[src/alias_remap_pkg.sv]
/*
  package for the remote target alias remap block: register offsets,
  field layout, reset values and table sizes.
  assumes a byte-wide register port with 8-bit addresses.
*/
package alias_remap_pkg;

  // ----------------------------------------------------------------
  // table geometry
  // ----------------------------------------------------------------
  localparam int unsigned NUM_ENTRIES = 8;
  localparam int unsigned NUM_ALIASES = 6;
  localparam int unsigned ADDR_W = 8;
  localparam int unsigned DATA_W = 8;
  localparam int unsigned I2C_ADDR_W = 7;
  localparam int unsigned IDX_W = 3;

  // ----------------------------------------------------------------
  // register offsets
  // ----------------------------------------------------------------
  localparam logic [7:0] PHYS_BASE = 8'h08;
  localparam logic [7:0] REMOTE_TARGET_PHYS_ADDR_4 = 8'h0C;
  localparam logic [7:0] REMOTE_TARGET_PHYS_ADDR_5 = 8'h0D;
  localparam logic [7:0] REMOTE_TARGET_PHYS_ADDR_6 = 8'h0E;
  localparam logic [7:0] REMOTE_TARGET_PHYS_ADDR_7 = 8'h0F;
  localparam logic [7:0] PHYS_LAST = 8'h0F;
  localparam logic [7:0] REMOTE_TARGET_ALIAS_0 = 8'h10;
  localparam logic [7:0] ALIAS_BASE = 8'h10;
  localparam logic [7:0] ALIAS_LAST = 8'h15;

  // ----------------------------------------------------------------
  // field layout and reset values
  // ----------------------------------------------------------------
  localparam int unsigned FIELD_HI = 7;
  localparam int unsigned FIELD_LO = 1;
  localparam logic [6:0] FIELD_RESET = 7'h00;
  localparam logic [6:0] ALIAS_DISABLED = 7'h00;
  localparam logic RESERVED_READ = 1'h0;
  localparam logic [7:0] UNMAPPED_READ = 8'h00;

endpackage

[src/alias_match.sv]
/*
  alias_match: priority decoder of the alias table.
  assumes the alias fields and the incoming address are stable in the
  same cycle; purely combinational.
*/
`timescale 1ns/100ps
module alias_match
  import alias_remap_pkg::*;
(
  // alias table
  input wire logic [NUM_ALIASES*I2C_ADDR_W-1:0] alias_fields,
  // address under test
  input wire logic [I2C_ADDR_W-1:0] target_addr,
  // result
  output logic hit,
  output logic [IDX_W-1:0] hit_index
);

  logic [NUM_ALIASES-1:0] match_vec;

  // --------------------------------------------------------------
  // per-entry compare
  // --------------------------------------------------------------
  genvar g;
  generate
    for (g = 0; g < NUM_ALIASES; g++) begin : g_cmp
      // zero alias never matches
      assign match_vec[g] = (alias_fields[g*I2C_ADDR_W +: I2C_ADDR_W] != ALIAS_DISABLED) &&
                            (alias_fields[g*I2C_ADDR_W +: I2C_ADDR_W] == target_addr); // see R4
    end
  endgenerate

  // lowest index wins
  always_comb begin
    hit = 1'b0;
    hit_index = '0;
    for (int i = NUM_ALIASES - 1; i >= 0; i--) begin
      if (match_vec[i]) begin
        hit = 1'b1;
        hit_index = IDX_W'(i);
      end
    end
  end

endmodule

[src/alias_remap.sv]
/*
  alias_remap: remote target alias translation table and register bank.
  holds eight physical-address entries and six alias entries, and on a
  lookup request swaps a local alias for the configured remote address.
  assumes a plain register port (one-cycle strobes, read data the cycle
  after) and an i2c engine that presents one 7-bit address per request.
  a lookup in the same cycle as a table write sees the old entry, so
  software should reprogram an alias only while its target is idle.
  physical entries six and seven have no alias partner and are never
  used by a lookup; they are plain storage for software.
*/
// Our own choice: strobed register access.
// Overview of operation
// physical entries hold 7-bit remote address, read/write
// matched alias replaced by its physical address
// alias bits 7:1 configure forwarding decoder
// zero alias disables that entry
// alias 0 at 0x10, resets zero
// physical 4..7 at 0x0C..0x0F, bit0 reserved
// alias N pairs with physical entry N
// physical 0..3 at 0x08..0x0B, same layout
// alias 1..5 from 0x11, same behaviour
// lowest matching alias wins, else no forward
`timescale 1ns/100ps
module alias_remap
  import alias_remap_pkg::*;
(
  // clock and reset
  input wire logic core_clk,
  input wire logic rst,
  // register port
  input wire logic [ADDR_W-1:0] reg_addr,
  input wire logic [DATA_W-1:0] reg_wdata,
  input wire logic reg_wr,
  input wire logic reg_rd,
  output logic [DATA_W-1:0] reg_rdata,
  // lookup request from local i2c engine
  input wire logic lookup_valid,
  input wire logic [I2C_ADDR_W-1:0] lookup_addr,
  // lookup answer toward control channel
  output logic fwd_valid,
  output logic fwd_hit,
  output logic [I2C_ADDR_W-1:0] fwd_addr,
  output logic [IDX_W-1:0] fwd_index
);

  // --------------------------------------------------------------
  // register storage
  // --------------------------------------------------------------
  logic [I2C_ADDR_W-1:0] phys_field [NUM_ENTRIES];
  logic [I2C_ADDR_W-1:0] next_phys_field [NUM_ENTRIES];
  logic [I2C_ADDR_W-1:0] alias_field [NUM_ALIASES];
  logic [I2C_ADDR_W-1:0] next_alias_field [NUM_ALIASES];
  logic [NUM_ALIASES*I2C_ADDR_W-1:0] alias_flat;

  logic [DATA_W-1:0] next_reg_rdata;
  logic next_fwd_valid;
  logic next_fwd_hit;
  logic [I2C_ADDR_W-1:0] next_fwd_addr;
  logic [IDX_W-1:0] next_fwd_index;

  logic match_hit;
  logic [IDX_W-1:0] match_index;

  // --------------------------------------------------------------
  // address decode helpers
  // --------------------------------------------------------------
  logic in_phys;
  logic in_alias;
  logic [IDX_W-1:0] phys_sel;
  logic [IDX_W-1:0] alias_sel;
  logic [ADDR_W-1:0] phys_off;
  logic [ADDR_W-1:0] alias_off;

  // entry index from offset within each range
  assign phys_off = reg_addr - PHYS_BASE;
  assign alias_off = reg_addr - ALIAS_BASE;
  assign in_phys = (reg_addr >= PHYS_BASE) && (reg_addr <= PHYS_LAST); // see R6
  assign in_alias = (reg_addr >= ALIAS_BASE) && (reg_addr <= ALIAS_LAST); // see R5
  assign phys_sel = phys_off[IDX_W-1:0];
  assign alias_sel = alias_off[IDX_W-1:0];

  // --------------------------------------------------------------
  // register write next state
  // --------------------------------------------------------------
  always_comb begin
    for (int i = 0; i < NUM_ENTRIES; i++) begin
      next_phys_field[i] = phys_field[i];
    end
    for (int j = 0; j < NUM_ALIASES; j++) begin
      next_alias_field[j] = alias_field[j];
    end
    if (reg_wr && in_phys) begin
      next_phys_field[phys_sel] = reg_wdata[FIELD_HI:FIELD_LO];
    end
    if (reg_wr && in_alias) begin
      next_alias_field[alias_sel] = reg_wdata[FIELD_HI:FIELD_LO];
    end
  end

  // register storage flops, all entries reset to zero
  always_ff @(posedge core_clk or posedge rst) begin
    if (rst) begin
      for (int i = 0; i < NUM_ENTRIES; i++) begin
        phys_field[i] <= FIELD_RESET; // see R6
      end
      for (int j = 0; j < NUM_ALIASES; j++) begin
        alias_field[j] <= FIELD_RESET;
      end
    end else begin
      for (int i = 0; i < NUM_ENTRIES; i++) begin
        phys_field[i] <= next_phys_field[i];
      end
      for (int j = 0; j < NUM_ALIASES; j++) begin
        alias_field[j] <= next_alias_field[j];
      end
    end
  end

  // --------------------------------------------------------------
  // register read path
  // --------------------------------------------------------------
  always_comb begin
    next_reg_rdata = UNMAPPED_READ;
    if (reg_rd && in_phys) begin
      next_reg_rdata = {phys_field[phys_sel], RESERVED_READ};
    end else if (reg_rd && in_alias) begin
      next_reg_rdata = {alias_field[alias_sel], RESERVED_READ};
    end
  end

  // read data stands only in the cycle after the strobe
  always_ff @(posedge core_clk or posedge rst) begin
    if (rst) begin
      reg_rdata <= UNMAPPED_READ;
    end else begin
      reg_rdata <= next_reg_rdata;
    end
  end

  // --------------------------------------------------------------
  // alias lookup
  // --------------------------------------------------------------
  genvar g;
  generate
    for (g = 0; g < NUM_ALIASES; g++) begin : g_flat
      assign alias_flat[g*I2C_ADDR_W +: I2C_ADDR_W] = alias_field[g];
    end
  endgenerate

  alias_match u_match (
    .alias_fields(alias_flat),
    .target_addr(lookup_addr),
    .hit(match_hit),
    .hit_index(match_index)
  );

  // answer one cycle after request; miss forwards nothing
  always_comb begin
    next_fwd_valid = lookup_valid;
    next_fwd_hit = lookup_valid && match_hit; // see R10
    next_fwd_index = (lookup_valid && match_hit) ? match_index : '0; // index only shown on a hit
    next_fwd_addr = (lookup_valid && match_hit) ? phys_field[match_index] : FIELD_RESET; // see R2
  end

  // lookup answer flops
  always_ff @(posedge core_clk or posedge rst) begin
    if (rst) begin
      fwd_valid <= 1'b0;
      fwd_hit <= 1'b0;
      fwd_addr <= FIELD_RESET;
      fwd_index <= '0;
    end else begin
      fwd_valid <= next_fwd_valid;
      fwd_hit <= next_fwd_hit;
      fwd_addr <= next_fwd_addr;
      fwd_index <= next_fwd_index;
    end
  end

endmodule

[config.mk]
export PLATFORM = sky130hd
export DESIGN_NAME = alias_remap
export DESIGN_NICKNAME = d
export VERILOG_FILES = /design/src/alias_remap_pkg.sv /design/src/alias_match.sv /design/src/alias_remap.sv
export SDC_FILE = /design/constraint.sdc
export NUM_CORES = 1
export LEC_CHECK = 0
export BUFFER_PORTS_ARGS = -buffer_cell sky130_fd_sc_hd__buf_4
export CAP_MARGIN = 15
export CORE_MARGIN = 5
export CORE_UTILIZATION = 35
export DETAILED_ROUTE_END_ITERATION = 10
export SLEW_MARGIN = 5
export SYNTH_ARGS = -nofsm -noshare
export SYNTH_HDL_FRONTEND = slang
export SYNTH_SLANG_ARGS = --single-unit
export TNS_END_PERCENT = 1
[constraint.sdc]
create_clock -name core_clk -period 4.85 [get_ports core_clk]
set_clock_uncertainty 0.05 [all_clocks]
set_input_delay 0.7275 -clock core_clk [delete_from_list [all_inputs] [get_ports core_clk]]
set_output_delay 0.7275 -clock core_clk [all_outputs]
set_load 0.02 [all_outputs]
# == After elaboration in Yosys (flattened, before gate mapping) ==
# Cells that the tools add are included.
# word_totals
register_bits,118
input_bits,28
out_inout_bits,20
wordCells,91
# op_classes
add_sub_neg,2
order_cmp,9
n_eq_ne,6
muxes,31
n_bitwise,3
reduce_logical,21
# ops
op,count
$bmux W7 S3,3
$mux W7,9
$bwmux W56,1
$bwmux W42,1
$demux W7 S3,2
$eq A7 B7 Y1,6
$reduce_bool A7 Y1,6
$mux W3,7
$mux W8,2
$logic_and A1 B1 Y1,15
$ge A4 B4 Y1 const B,3
$not A3 Y4,3
$ge A8 B4 Y1 const B,1
$ge A8 B5 Y1 const B,1
$le A8 B4 Y1 const B,1
$le A8 B5 Y1 const B,1
$lt A4 B1 Y1 const B,2
$mux W1,6
$sub A3 B1 Y3 const B,2

# == Logic depth before layout (Yosys ltp) ==
# Gate-level depths: netlist of the first run.
# depth
word_depth,13
depth_mapped,11

# == Cells and area by module ==
# Synthesis of the first run repeated with hierarchy kept, for this count alone.
# hier_totals
hier_cells,443
area_unflattened_um2,6288.5
# by_module_without_submodules
mod,instances,cells_per_inst,area_each_um2,seq_area_each_um2
alias_remap,1,354,5544.1,2927.8
alias_match,1,89,744.5,0.0

# == Worst setup path before layout of the first run ==
# OpenSTA, ideal clock, no wires.
# synth_timing
path_type,input port to flip-flop
start,in lookup_addr[6]
end,reg fwd_addr[5]
setup_ps,76
arrival_time_ps,2533
required_ps,4724
path_slack_ps,2190
stages,9
path_cell_list,buf_2 a211o_1 a2111o_1 a211oi_2 nor2_4 buf_6 mux2i_1 a211o_1 o21ai_1
# synth_via
elab_chain_len,13
# synth_lines
element,line,source
"start, declared",alias_remap.sv:39,"input wire logic [I2C_ADDR_W-1:0] lookup_addr,"
$eq A7 B7 Y1,alias_match.sv:29,(alias_fields[g*I2C_ADDR_W +: I2C_ADDR_W] == target_addr);
$logic_and A1 B1 Y1,alias_match.sv:28,assign match_vec[g] = (alias_fields[g*I2C_ADDR_W +: I2C_ADDR_W] != ALIAS_DISABLED) &&
$mux W3 (6 in series),alias_match.sv:38,if (match_vec[i]) begin
$not A3 Y4 (implied by the code),alias_remap.sv:163,next_fwd_addr = (lookup_valid && match_hit) ? phys_field[match_index] : FIELD_RESET;
$bmux W7 S3,alias_remap.sv:163,
$mux W7 (implied by the code) (2 in series),alias_remap.sv:163,
$mux W7 *,alias_remap.sv:163,
net next_fwd_addr[5],alias_remap.sv:59,logic [I2C_ADDR_W-1:0] next_fwd_addr;
"end signal, assigned",alias_remap.sv:176,fwd_addr <= next_fwd_addr;
"end, declared",alias_remap.sv:43,"output logic [I2C_ADDR_W-1:0] fwd_addr,"
# The timed path passes the listed nets; every way through them passes the cells marked *. The select of a mux whose other input is x is not followed.
# A chain may end at the register's enable or synchronous reset.

# == Final worst setup path of the first run ==
# layout_timing
start,reg alias_field[16] (netlist name)
end,reg fwd_addr[3]
# layout_via
elab_chain_len,11
# layout_lines
element,line,source
"start, declared",alias_remap.sv:52,logic [I2C_ADDR_W-1:0] alias_field [NUM_ALIASES];
"start signal, assigned by index",alias_remap.sv:115,alias_field[j] <= next_alias_field[j];
$eq A7 B7 Y1 / $reduce_bool A7 Y1 (equally long branches),"alias_match.sv:29, alias_match.sv:28",
$logic_and A1 B1 Y1 *,alias_match.sv:28,
$mux W3 (4 in series),alias_match.sv:38,
$not A3 Y4 (implied by the code),alias_remap.sv:163,
$bmux W7 S3,alias_remap.sv:163,
$mux W7 (implied by the code) (2 in series),alias_remap.sv:163,
$mux W7 *,alias_remap.sv:163,
net next_fwd_addr[3],alias_remap.sv:59,
# Marked as above.

==> results of run 1 <==
synth_stat cells (2+ instances only):
master     number  share of area
mux2_1          7          0.013
a221oi_1        3         0.0043
xor2_1         15          0.021
xnor2_1        23          0.033
nand2b_1        4         0.0040
nor4_1          6         0.0061
nand3_1         8         0.0065
o22ai_1        14          0.014
mux2_2         98           0.18
a211o_1        10          0.014
a21oi_1        13          0.011
buf_2           7         0.0057
o21ai_0         6         0.0049
inv_1           7         0.0043
o21ai_1         8         0.0065
buf_1           3         0.0018
mux4_2         12          0.044
nor3_1          8         0.0065
dfrtp_1       117           0.47
nand4_1         7         0.0071
clkbuf_1       21          0.013
nor2b_1         5         0.0051
nor2_1         26          0.016
a22oi_1         9          0.011
nand2_1        21          0.013
and3_1          2         0.0020
a2111oi_4       2         0.0089
mux2i_1        24          0.039
state kept, by name, indices dropped and copies added (netlist names):
name,cells
reg_rdata,7
fwd_valid,1
phys_field,56
fwd_index,3
alias_field,42
fwd_addr,7
fwd_hit,1
final timing paths:
kind	start	to	slack (ns)
min reg2reg	phys_field[9]	phys_field[9]	0.46
max reg2reg	alias_field[16]	fwd_addr[3]	2.03
max in group asynchronous	rst	alias_field[40]	3.16
min	lookup_valid	fwd_valid	0.39
min in group asynchronous	rst	fwd_addr[3]	0.47
max	alias_field[16]	fwd_addr[3]	2.03
power breakdown:
| group | internal (W) | switching [W] |
|---|---|---|
| sequential | 0.00101 | 0.0000353 |
| clock | 0.000851 | 0.000460 |
| combinational | 0.0000946 | 0.000116 |
| total | 0.00196 | 0.000612 |
cells in the final DEF (no fill, tap or decap), drive strengths merged, types with 12 or more instances in the layout:
cell type and n:
clkbuf 22, xnor2 23, mux4 12, nor2 27, nand2 21, xor2 15, mux2i 24, o22ai 14
mux2 105, o21ai 14, a21oi 13, dfrtp 117, buf 46
metal layers:
layer	track usage	up-vias
li1	-	1929
met1	0.2335	2190
met2	0.2685	127
met3	0.04186	36
met4	0.06703	0
met5	0	-
critical path, stage by stage (launching register included):
cell	delay, ns
dfrtp_1	0.42
nor4_1	0.08
a211o_1	0.34
a2111oi_4	0.60
a211oi_2	0.14
nor2_4	0.51
mux2i_1	0.15
a211o_1	0.31
o21ai_1	0.12
final cells by class:
type / count / area share
Timing Repair Buffer: 46 / 0.04737
Sequential cell: 117 / 0.4016
Inverter: 8 / 0.004463
Clock buffer: 22 / 0.06505
Clock inverter: 10 / 0.02008
Tap cell: 225 / 0.03862
Multi-Input combinational cell: 351 / 0.4228
through the flow:
step / std cells / utilization / power [W]
3_3_place_gp: 747 / 0.3856 / 0.001270
5_1_grt: 779 / 0.4214 / 0.002655
3_5_place_dp: 747 / 0.3856 / 0.001277
2_1_floorplan: 509 / - / 0.001209
6_report: 779 / 0.4214 / 0.002571
4_1_cts: 779 / 0.4214 / 0.002591
logic make-up (layout without fill, tap and decap cells):
family	Yosys count	in the layout	synth area share
AND/OR/NAND/NOR	98	98	0.08182
XOR/XNOR	38	38	0.05387
buffers and inverters	41	86	0.02815
other	1	1	0.0006070
flip-flops	117	117	0.4739
multiplexers	141	141	0.2740
AO/OA/AOI/OAI	73	73	0.08769
==> results.yml, run 1 <==
timing:
  rsz0062_at_grt: "no"
  slew_violations: 0
  worst_slew_pin_slew_ns: 1.098
  setup_viol: 0
  min_period_ns: 2.822
  tns_ns: 0
  timing.hold.ws_ns: 0.3885
  period_share: 0.5818
  worst_slack_ns: 2.028
  slew_headroom: 0.2643
  hold_viol: 0
  fmaxAchievable_mhz: 354.4
place:
  place_hpwl_microns: 11150
  dp_slack_ns: 1.649
  place.port_buffers: 45
  placed_area_sq_um: 6669
  globalplace.congestion: 0.8641
pwr:
  peakVddDrop_mv: 0.2567
  p_leak_nw: 3.296
  power_density_nw_per_um2: 352.7
detailed_routing:
  dr_wl_met3_microns: 905
  vias_per_cell: 5.497
  wl_per_cell_microns: 21.38
  drt_iter0_markers: 352
  antenna_left: 0
  drtPass1Iterations: 4
  wl_met1_microns: 7408
  finalWirelength_microns: 16650
  drcViolationCount: 0
  dr_wl_met2_microns: 7922
  vias: 4282
  routed.top_layer: "met4"
final_layout:
  ff_latch_area_sq_um: 2928
  area_delta_synth_final_pct: 17.98
  drive_above_1_share: 0.3538
  fill_cells: 1624
  multiInputGateArea_sq_um: 3082
  nNetsFinal: 569
  final_cell_area_sq_um: 7289
  diodes: 0
setup_path:
  r2r_cells: 8
  critPathKind: "flip-flop to flip-flop"
  required_ns: 5.13
  arrival_ns: 3.10
  worstSetupEndpointType: "flip-flop"
  crit_path_start_kind: "flip-flop"
  worstPathMaxFanout: 12
die:
  dieArea_sq_um: 20410
  die_y_microns: 142.9
  row_count: 48
  num_io_pins: 48
  fp.coreArea_sq_um: 17300
  start_util: 0.3572
  die_w_microns: 142.9
synthesis:
  synth_edf_count: 0
  synthCells: 509
  syn_avg_cell_area_sq_um: 12.14
  synth_cell_types: 51
  yosys_register_bits: 117
  async_flop_share: 1.000
  ys_seq_area_frac: 0.4739
  syn_nets: 537
  netlist_area_sq_um: 6178
  yosys_warnings: 0
  ys.flop_type: "dfrtp_1"
grt:
  grt_max_degree: 77
  grt_pass1_wl_microns: 26430
  grt_pass1_vias: 4564
  overflow: 0
  track_usage: 0.1726
  grt_antenna_before_repair: 0
job:
  drv_cap: 0
clock_tree:
  numCtsBuffers: 17
  h-tree-depth: 4
  cts_tree: "done"
  clock_sinks: 117
  clockBufferDepth: 2
  cts_root_buffer: "clkbuf_16"
  cts-resized-gates: 0
  clkTransAtPathRegs_ns: 0.05
  cts_setup_buffers: 0
  hold_buffers: 0
  clk_latency_ns: 0.43
hold_path:
  holdPathStages: 1
  hold_path.class: "input port to flip-flop"
outcome:
  status: "completed"
Power figures use the tool's default switching activity.
==> inputs of run 2 (changes only) <==
==> constraint.sdc (replaced) <==
create_clock -name core_clk -period 2.6 [get_ports core_clk]
set_clock_uncertainty 0.05 [all_clocks]
set_input_delay 0.39 -clock core_clk [delete_from_list [all_inputs] [get_ports core_clk]]
set_output_delay 0.39 -clock core_clk [all_outputs]
set_load 0.02 [all_outputs]
==> run 2 against run 1 <==
Critical path depth unchanged. Hold slack got worse by 0.33 ns. Highest routed layer unchanged. Register-to-register slack got worse by 1.9 ns. Global-route usage decreased by 0.084 points. Largest cell class unchanged. Final cell count increased by 3.9%. Design area increased by 3.7%. Utilization increased by 1.6 points. Sequential cell count unchanged. Maximum frequency increased by 16%. Non-clock buffer count increased by 30. Setup slack got worse by 1.9 ns. Sequential share of layout area decreased by 1.4 points.
==> results.yml, run 2 (same netlist as run 1, synthesis figures left out) <==
outcome:
  status: "completed"
timing:
  slew_headroom: 0.5779
  slew_violations: 0
  tns_ns: 0
  period_share: 0.9376
  worst_slack_ns: 0.1623
  min_period_ns: 2.438
  setup_viol: 0
  fmaxAchievable_mhz: 410.2
  worst_slew_pin_slew_ns: 0.6331
  hold_viol: 0
  rsz0062_at_grt: "no"
detailed_routing:
  finalWirelength_microns: 16580
  wl_per_cell_microns: 20.49
  drt_iter0_markers: 361
  vias_per_cell: 5.466
  vias: 4422
  drtPass1Iterations: 5
  drcViolationCount: 0
  antenna_left: 0
die:
  start_util: 0.3572
  die_w_microns: 142.9
  num_io_pins: 48
  dieArea_sq_um: 20410
  die_y_microns: 142.9
  row_count: 48
  fp.coreArea_sq_um: 17300
clock_tree:
  clock_sinks: 117
  clk_latency_ns: 0.42
  cts_tree: "done"
  h-tree-depth: 4
  cts_setup_buffers: 0
  numCtsBuffers: 17
  clockBufferDepth: 2
  clkTransAtPathRegs_ns: 0.06
  cts_root_buffer: "clkbuf_16"
setup_path:
  crit_start: "alias_field[14]"
  arrival_ns: 2.73
  worstSetupEndpointType: "flip-flop"
  rr_endpoint: "fwd_addr[5]"
  cpMaxStageDelayCell: "a2111oi_4"
  required_ns: 2.90
  cpLargestDelayFamily: "compound AO/OA/AOI/OAI gates"
  slowest_delay_ns: 0.47
  crit_path_start_kind: "flip-flop"
  reg2reg_from: "alias_field[14]"
  crit_buf_inv: 0
  path_cells: "nor4_1 > a211o_1 > a2111oi_4 > nor2_1 > nand2_1 > nand2_1 > a211o_1 > o21ai_1"
  r2r_slack_ns: 0.16
  r2r_cells: 8
  critPathKind: "flip-flop to flip-flop"
  worstPathMaxFanout: 7
hold_path:
  hold_path.class: "input port to flip-flop"
  holdPathStages: 1
  hold_end: "fwd_valid"
  min_from: "lookup_valid"
place:
  dp_slack_ns: 0.004120
  globalplace.congestion: 0.8678
  place.port_buffers: 45
  place_hpwl_microns: 11560
job:
  drv_cap: 0
grt:
  grt_max_degree: 53
  grt_antenna_before_repair: 0
  track_usage: 0.1718
  overflow: 0
  grt_pass1_vias: 4534
  grt_pass1_wl_microns: 26370
final_layout:
  layout_commonest_cell: "dfrtp_1"
  drive_above_1_share: 0.3870
  regMostFlops: "phys_field"
  largest_register_ff_count: 56
  area_delta_synth_final_pct: 22.40
  top_regs: "phys_field: 56 flops, alias_field: 42 flops"
  nNetsFinal: 599
  fill_cells: 1604
  diodes: 0
  layout_common_cells: "dfrtp_1, mux2_2, buf_4, nor2_1, mux2i_1"
pwr:
  power_density_nw_per_um2: 642.6
  peakVddDrop_mv: 0.5202
  p_leak_nw: 3.471
[run 2: per-layer routing]
| metal | track usage | part of all wire | wire length [microns] |
|---|---|---|---|
| met2 | 0.2723 | 0.49 | 8132 |
| met1 | 0.2306 | 0.44 | 7362 |
| met5 | 0 | 0 | 0 |
| met3 | 0.03416 | 0.040 | 670 |
| met4 | 0.07154 | 0.025 | 412 |
[run 2: worst max path at each step]
stage	end	slack, ns	cells after the start
detailed placement	fwd_addr[3]	0.004	7
CTS	fwd_addr[5]	0.03	7
finish	fwd_addr[5]	0.16	8
global route	fwd_addr[3]	0.01	9
floorplan	fwd_addr[5]	0.28	9
global placement	fwd_addr[3]	0.07	8
[run 2: report_power, final]
group / total [W] / switching, W / leakage [nW] / internal [W]
combinational: 0.000407 / 0.000217 / 1.56 / 0.000190
clock: 0.00250 / 0.000867 / 0.301 / 0.00163
sequential: 0.00196 / 0.0000645 / 1.61 / 0.00189
total: 0.00486 / 0.00115 / 3.47 / 0.00371
[run 2: metrics by stage]
| step | hold slack (ns) | cell area [sq um] | instances | utilization | power, W |
|---|---|---|---|---|---|
| floorplan | 0.3714 | 6182 | 509 | - | 0.002255 |
| global placement | 0.4224 | 6920 | 776 | 0.4001 | 0.002384 |
| detailed placement | 0.4342 | 6920 | 776 | 0.4001 | 0.002395 |
| CTS | 0.03973 | 7553 | 809 | 0.4367 | 0.004895 |
| global route | 0.04323 | 7562 | 809 | 0.4372 | 0.005017 |
| finish | 0.06061 | 7562 | 809 | 0.4372 | 0.004859 |
[run 2: repair_timing]
item	in CTS	in global routing
hold endpoints to repair	22	0
endpoints found under the setup margin	0	6
gates resized for setup	0	2
hold buffers	1	0
[run 2: layout make-up]
cell class              instances  area, sq um  share of cell area
multi-input cells             351         3085              0.4080
flip-flops and latches        117         2928              0.3872
repair buffers                 76        610.6             0.08074
clock buffers                  20        446.7             0.05907
well taps                     225        281.5             0.03723
clock inverters                12        176.4             0.02333
inverters                       8        33.78            0.004467
==> inputs of run 3 (changes only) <==
--- a/config.mk
+++ b/config.mk
@@ -6,10 +6,11 @@
 export NUM_CORES = 1
 export LEC_CHECK = 0
 export BUFFER_PORTS_ARGS = -buffer_cell sky130_fd_sc_hd__buf_4
-export CAP_MARGIN = 15
+export CAP_MARGIN = 5
 export CORE_MARGIN = 5
 export CORE_UTILIZATION = 35
 export DETAILED_ROUTE_END_ITERATION = 10
+export PLACE_DENSITY_LB_ADDON = 0.15
 export SLEW_MARGIN = 5
 export SYNTH_ARGS = -nofsm -noshare
 export SYNTH_HDL_FRONTEND = slang
==> run 3 against run 2 <==
Utilization rose by 0.56 points. Non-clock buffer count rose by 19. Via count rose by 1.5%. Largest cell class unchanged. Sequential power barely moved. Die area did not move. Hold slack improved by 0.0070 ns.
==> results.yml, run 3 (same netlist as run 1, synthesis figures left out) <==
hold_path:
  holdPathStages: 1
  hold_path.class: "input port to flip-flop"
final_layout:
  diodes: 0
  layout_commonest_cell: "dfrtp_1"
  drive_above_1_share: 0.4060
  largest_register_ff_count: 56
  regMostFlops: "phys_field"
  layout_common_cells: "dfrtp_1, mux2_2, buf_4, nor2_1, mux2i_1"
  final_cells: 826
  top_regs: "phys_field: 56 flops, alias_field: 42 flops"
  final_cell_area_sq_um: 7660
  area_delta_synth_final_pct: 23.98
  fill_cells: 1651
  nNetsFinal: 618
grt:
  grt_max_degree: 50
  grt_pass1_vias: 4748
  grt_antenna_before_repair: 1
  grt_pass1_wl_microns: 28230
  overflow: 0
  track_usage: 0.1826
clock_tree:
  clockBufferDepth: 2
  cts_root_buffer: "clkbuf_16"
  clock_sinks: 117
  clkTransAtPathRegs_ns: 0.05
  h-tree-depth: 4
  clk_latency_ns: 0.42
  cts_tree: "done"
  numCtsBuffers: 17
pwr:
  p_leak_nw: 3.551
  power_density_nw_per_um2: 606.2
  peakVddDrop_mv: 0.4558
detailed_routing:
  vias: 4487
  wl_per_cell_microns: 21.22
  antenna_left: 0
  finalWirelength_microns: 17530
  vias_per_cell: 5.432
  drtPass1Iterations: 4
  drcViolationCount: 0
  drt_iter0_markers: 226
timing:
  fmaxAchievable_mhz: 399.5
  worst_slack_ns: 0.09701
  slew_violations: 0
  min_period_ns: 2.503
  hold_viol: 0
  period_share: 0.9627
  setup_viol: 0
setup_path:
  worstPathMaxFanout: 11
  worstSetupEndpointType: "flip-flop"
  arrival_ns: 2.78
  critPathKind: "flip-flop to flip-flop"
  crit_path_start_kind: "flip-flop"
  required_ns: 2.88
  r2r_cells: 9
die:
  die_w_microns: 142.9
  die_y_microns: 142.9
  num_io_pins: 48
  start_util: 0.3572
  row_count: 48
  dieArea_sq_um: 20410
  fp.coreArea_sq_um: 17300
place:
  place.port_buffers: 45
  globalplace.congestion: 0.8771
  dp.cells: 787
  placed_area_sq_um: 7003
  dp_slack_ns: 0.04544
  place_hpwl_microns: 12340
job:
  drv_cap: 0
outcome:
  status: "completed"
[run 3: cell types whose count changed in the layout (fill, tap and decap cells not counted), sizes merged]
cell / previous run / this run
buf: 75 / 94
bufinv: 4 / 2
clkinv: 4 / 6
inv: 9 / 7
clkbuf: 20 / 21
clkinvlp: 3 / 2
[run 3: per-stage QoR]
| stage | hold WS, ns | power [W] | setup TNS, ns | utilization |
|---|---|---|---|---|
| finish | 0.06757 | 0.004643 | 0 | 0.4429 |
| global route | 0.05911 | 0.004830 | -0.0002425 | 0.4429 |
| CTS | 0.04988 | 0.004688 | 0 | 0.4382 |
| detailed placement | 0.3685 | 0.002407 | 0 | 0.4049 |
| global placement | 0.3670 | 0.002400 | 0 | 0.4049 |
| floorplan | 0.3714 | 0.002255 | 0 | - |
[run 3: layout make-up]
| type | count | area [sq um] | share of cell area |
|---|---|---|---|
| Clock inverter | 9 | 105.1 | 0.01372 |
| Timing Repair Buffer | 95 | 753.2 | 0.09833 |
| Inverter | 8 | 33.78 | 0.004410 |
| Multi-Input combinational cell | 351 | 3098 | 0.4044 |
| Tap cell | 225 | 281.5 | 0.03675 |
| Clock buffer | 21 | 460.4 | 0.06011 |
| Sequential cell | 117 | 2928 | 0.3822 |
[run 3: worst max-delay path, cell delays in order, from the launching register on]
cell and delay, ns:
dfrtp_1 0.44, nor4_1 0.09, a211o_1 0.29, a2111o_1 0.44, a211oi_4 0.32, nor2_4 0.08
buf_12 0.16, mux2i_1 0.12, a211o_1 0.29, o21ai_1 0.11
[run 3: final timing paths]
| kind | endpoint | startpoint | slack [ns] |
|---|---|---|---|
| worst max register to register | fwd_addr[3] | alias_field[10] | 0.1 |
| min in group asynchronous | phys_field[51] | rst | 0.48 |
| worst min-delay path | fwd_valid | lookup_valid | 0.07 |
| worst min register to register | phys_field[4] | phys_field[4] | 0.45 |
| max in group asynchronous | alias_field[27] | rst | 1.42 |
| worst max-delay path | fwd_addr[3] | alias_field[10] | 0.1 |
[run 3: power by group]
| group | total (W) | switching [W] | internal, W | leakage (nW) |
|---|---|---|---|---|
| clock network | 0.00226 | 0.000819 | 0.00144 | 0.279 |
| logic | 0.000424 | 0.000225 | 0.000199 | 1.67 |
| registers | 0.00196 | 0.0000648 | 0.00189 | 1.61 |
| total | 0.00464 | 0.00111 | 0.00353 | 3.55 |
[run 3: routing by layer]
metal | global-route usage | vias to the layer above | share of wire
met5 | 0 | - | 0.00074
met4 | 0.06053 | 2 | 0.017
met3 | 0.03784 | 25 | 0.040
met2 | 0.2868 | 111 | 0.49
met1 | 0.2531 | 2316 | 0.46
li1 | - | 2033 | -
[run 3: repair_timing]
item                                    4_1_cts  5_1_grt
resized for setup                             0        4
endpoints found under the setup margin        0        6
endpoints found under the hold margin        14        0
hold buffers                                  1        0
buffers inserted                              0        8
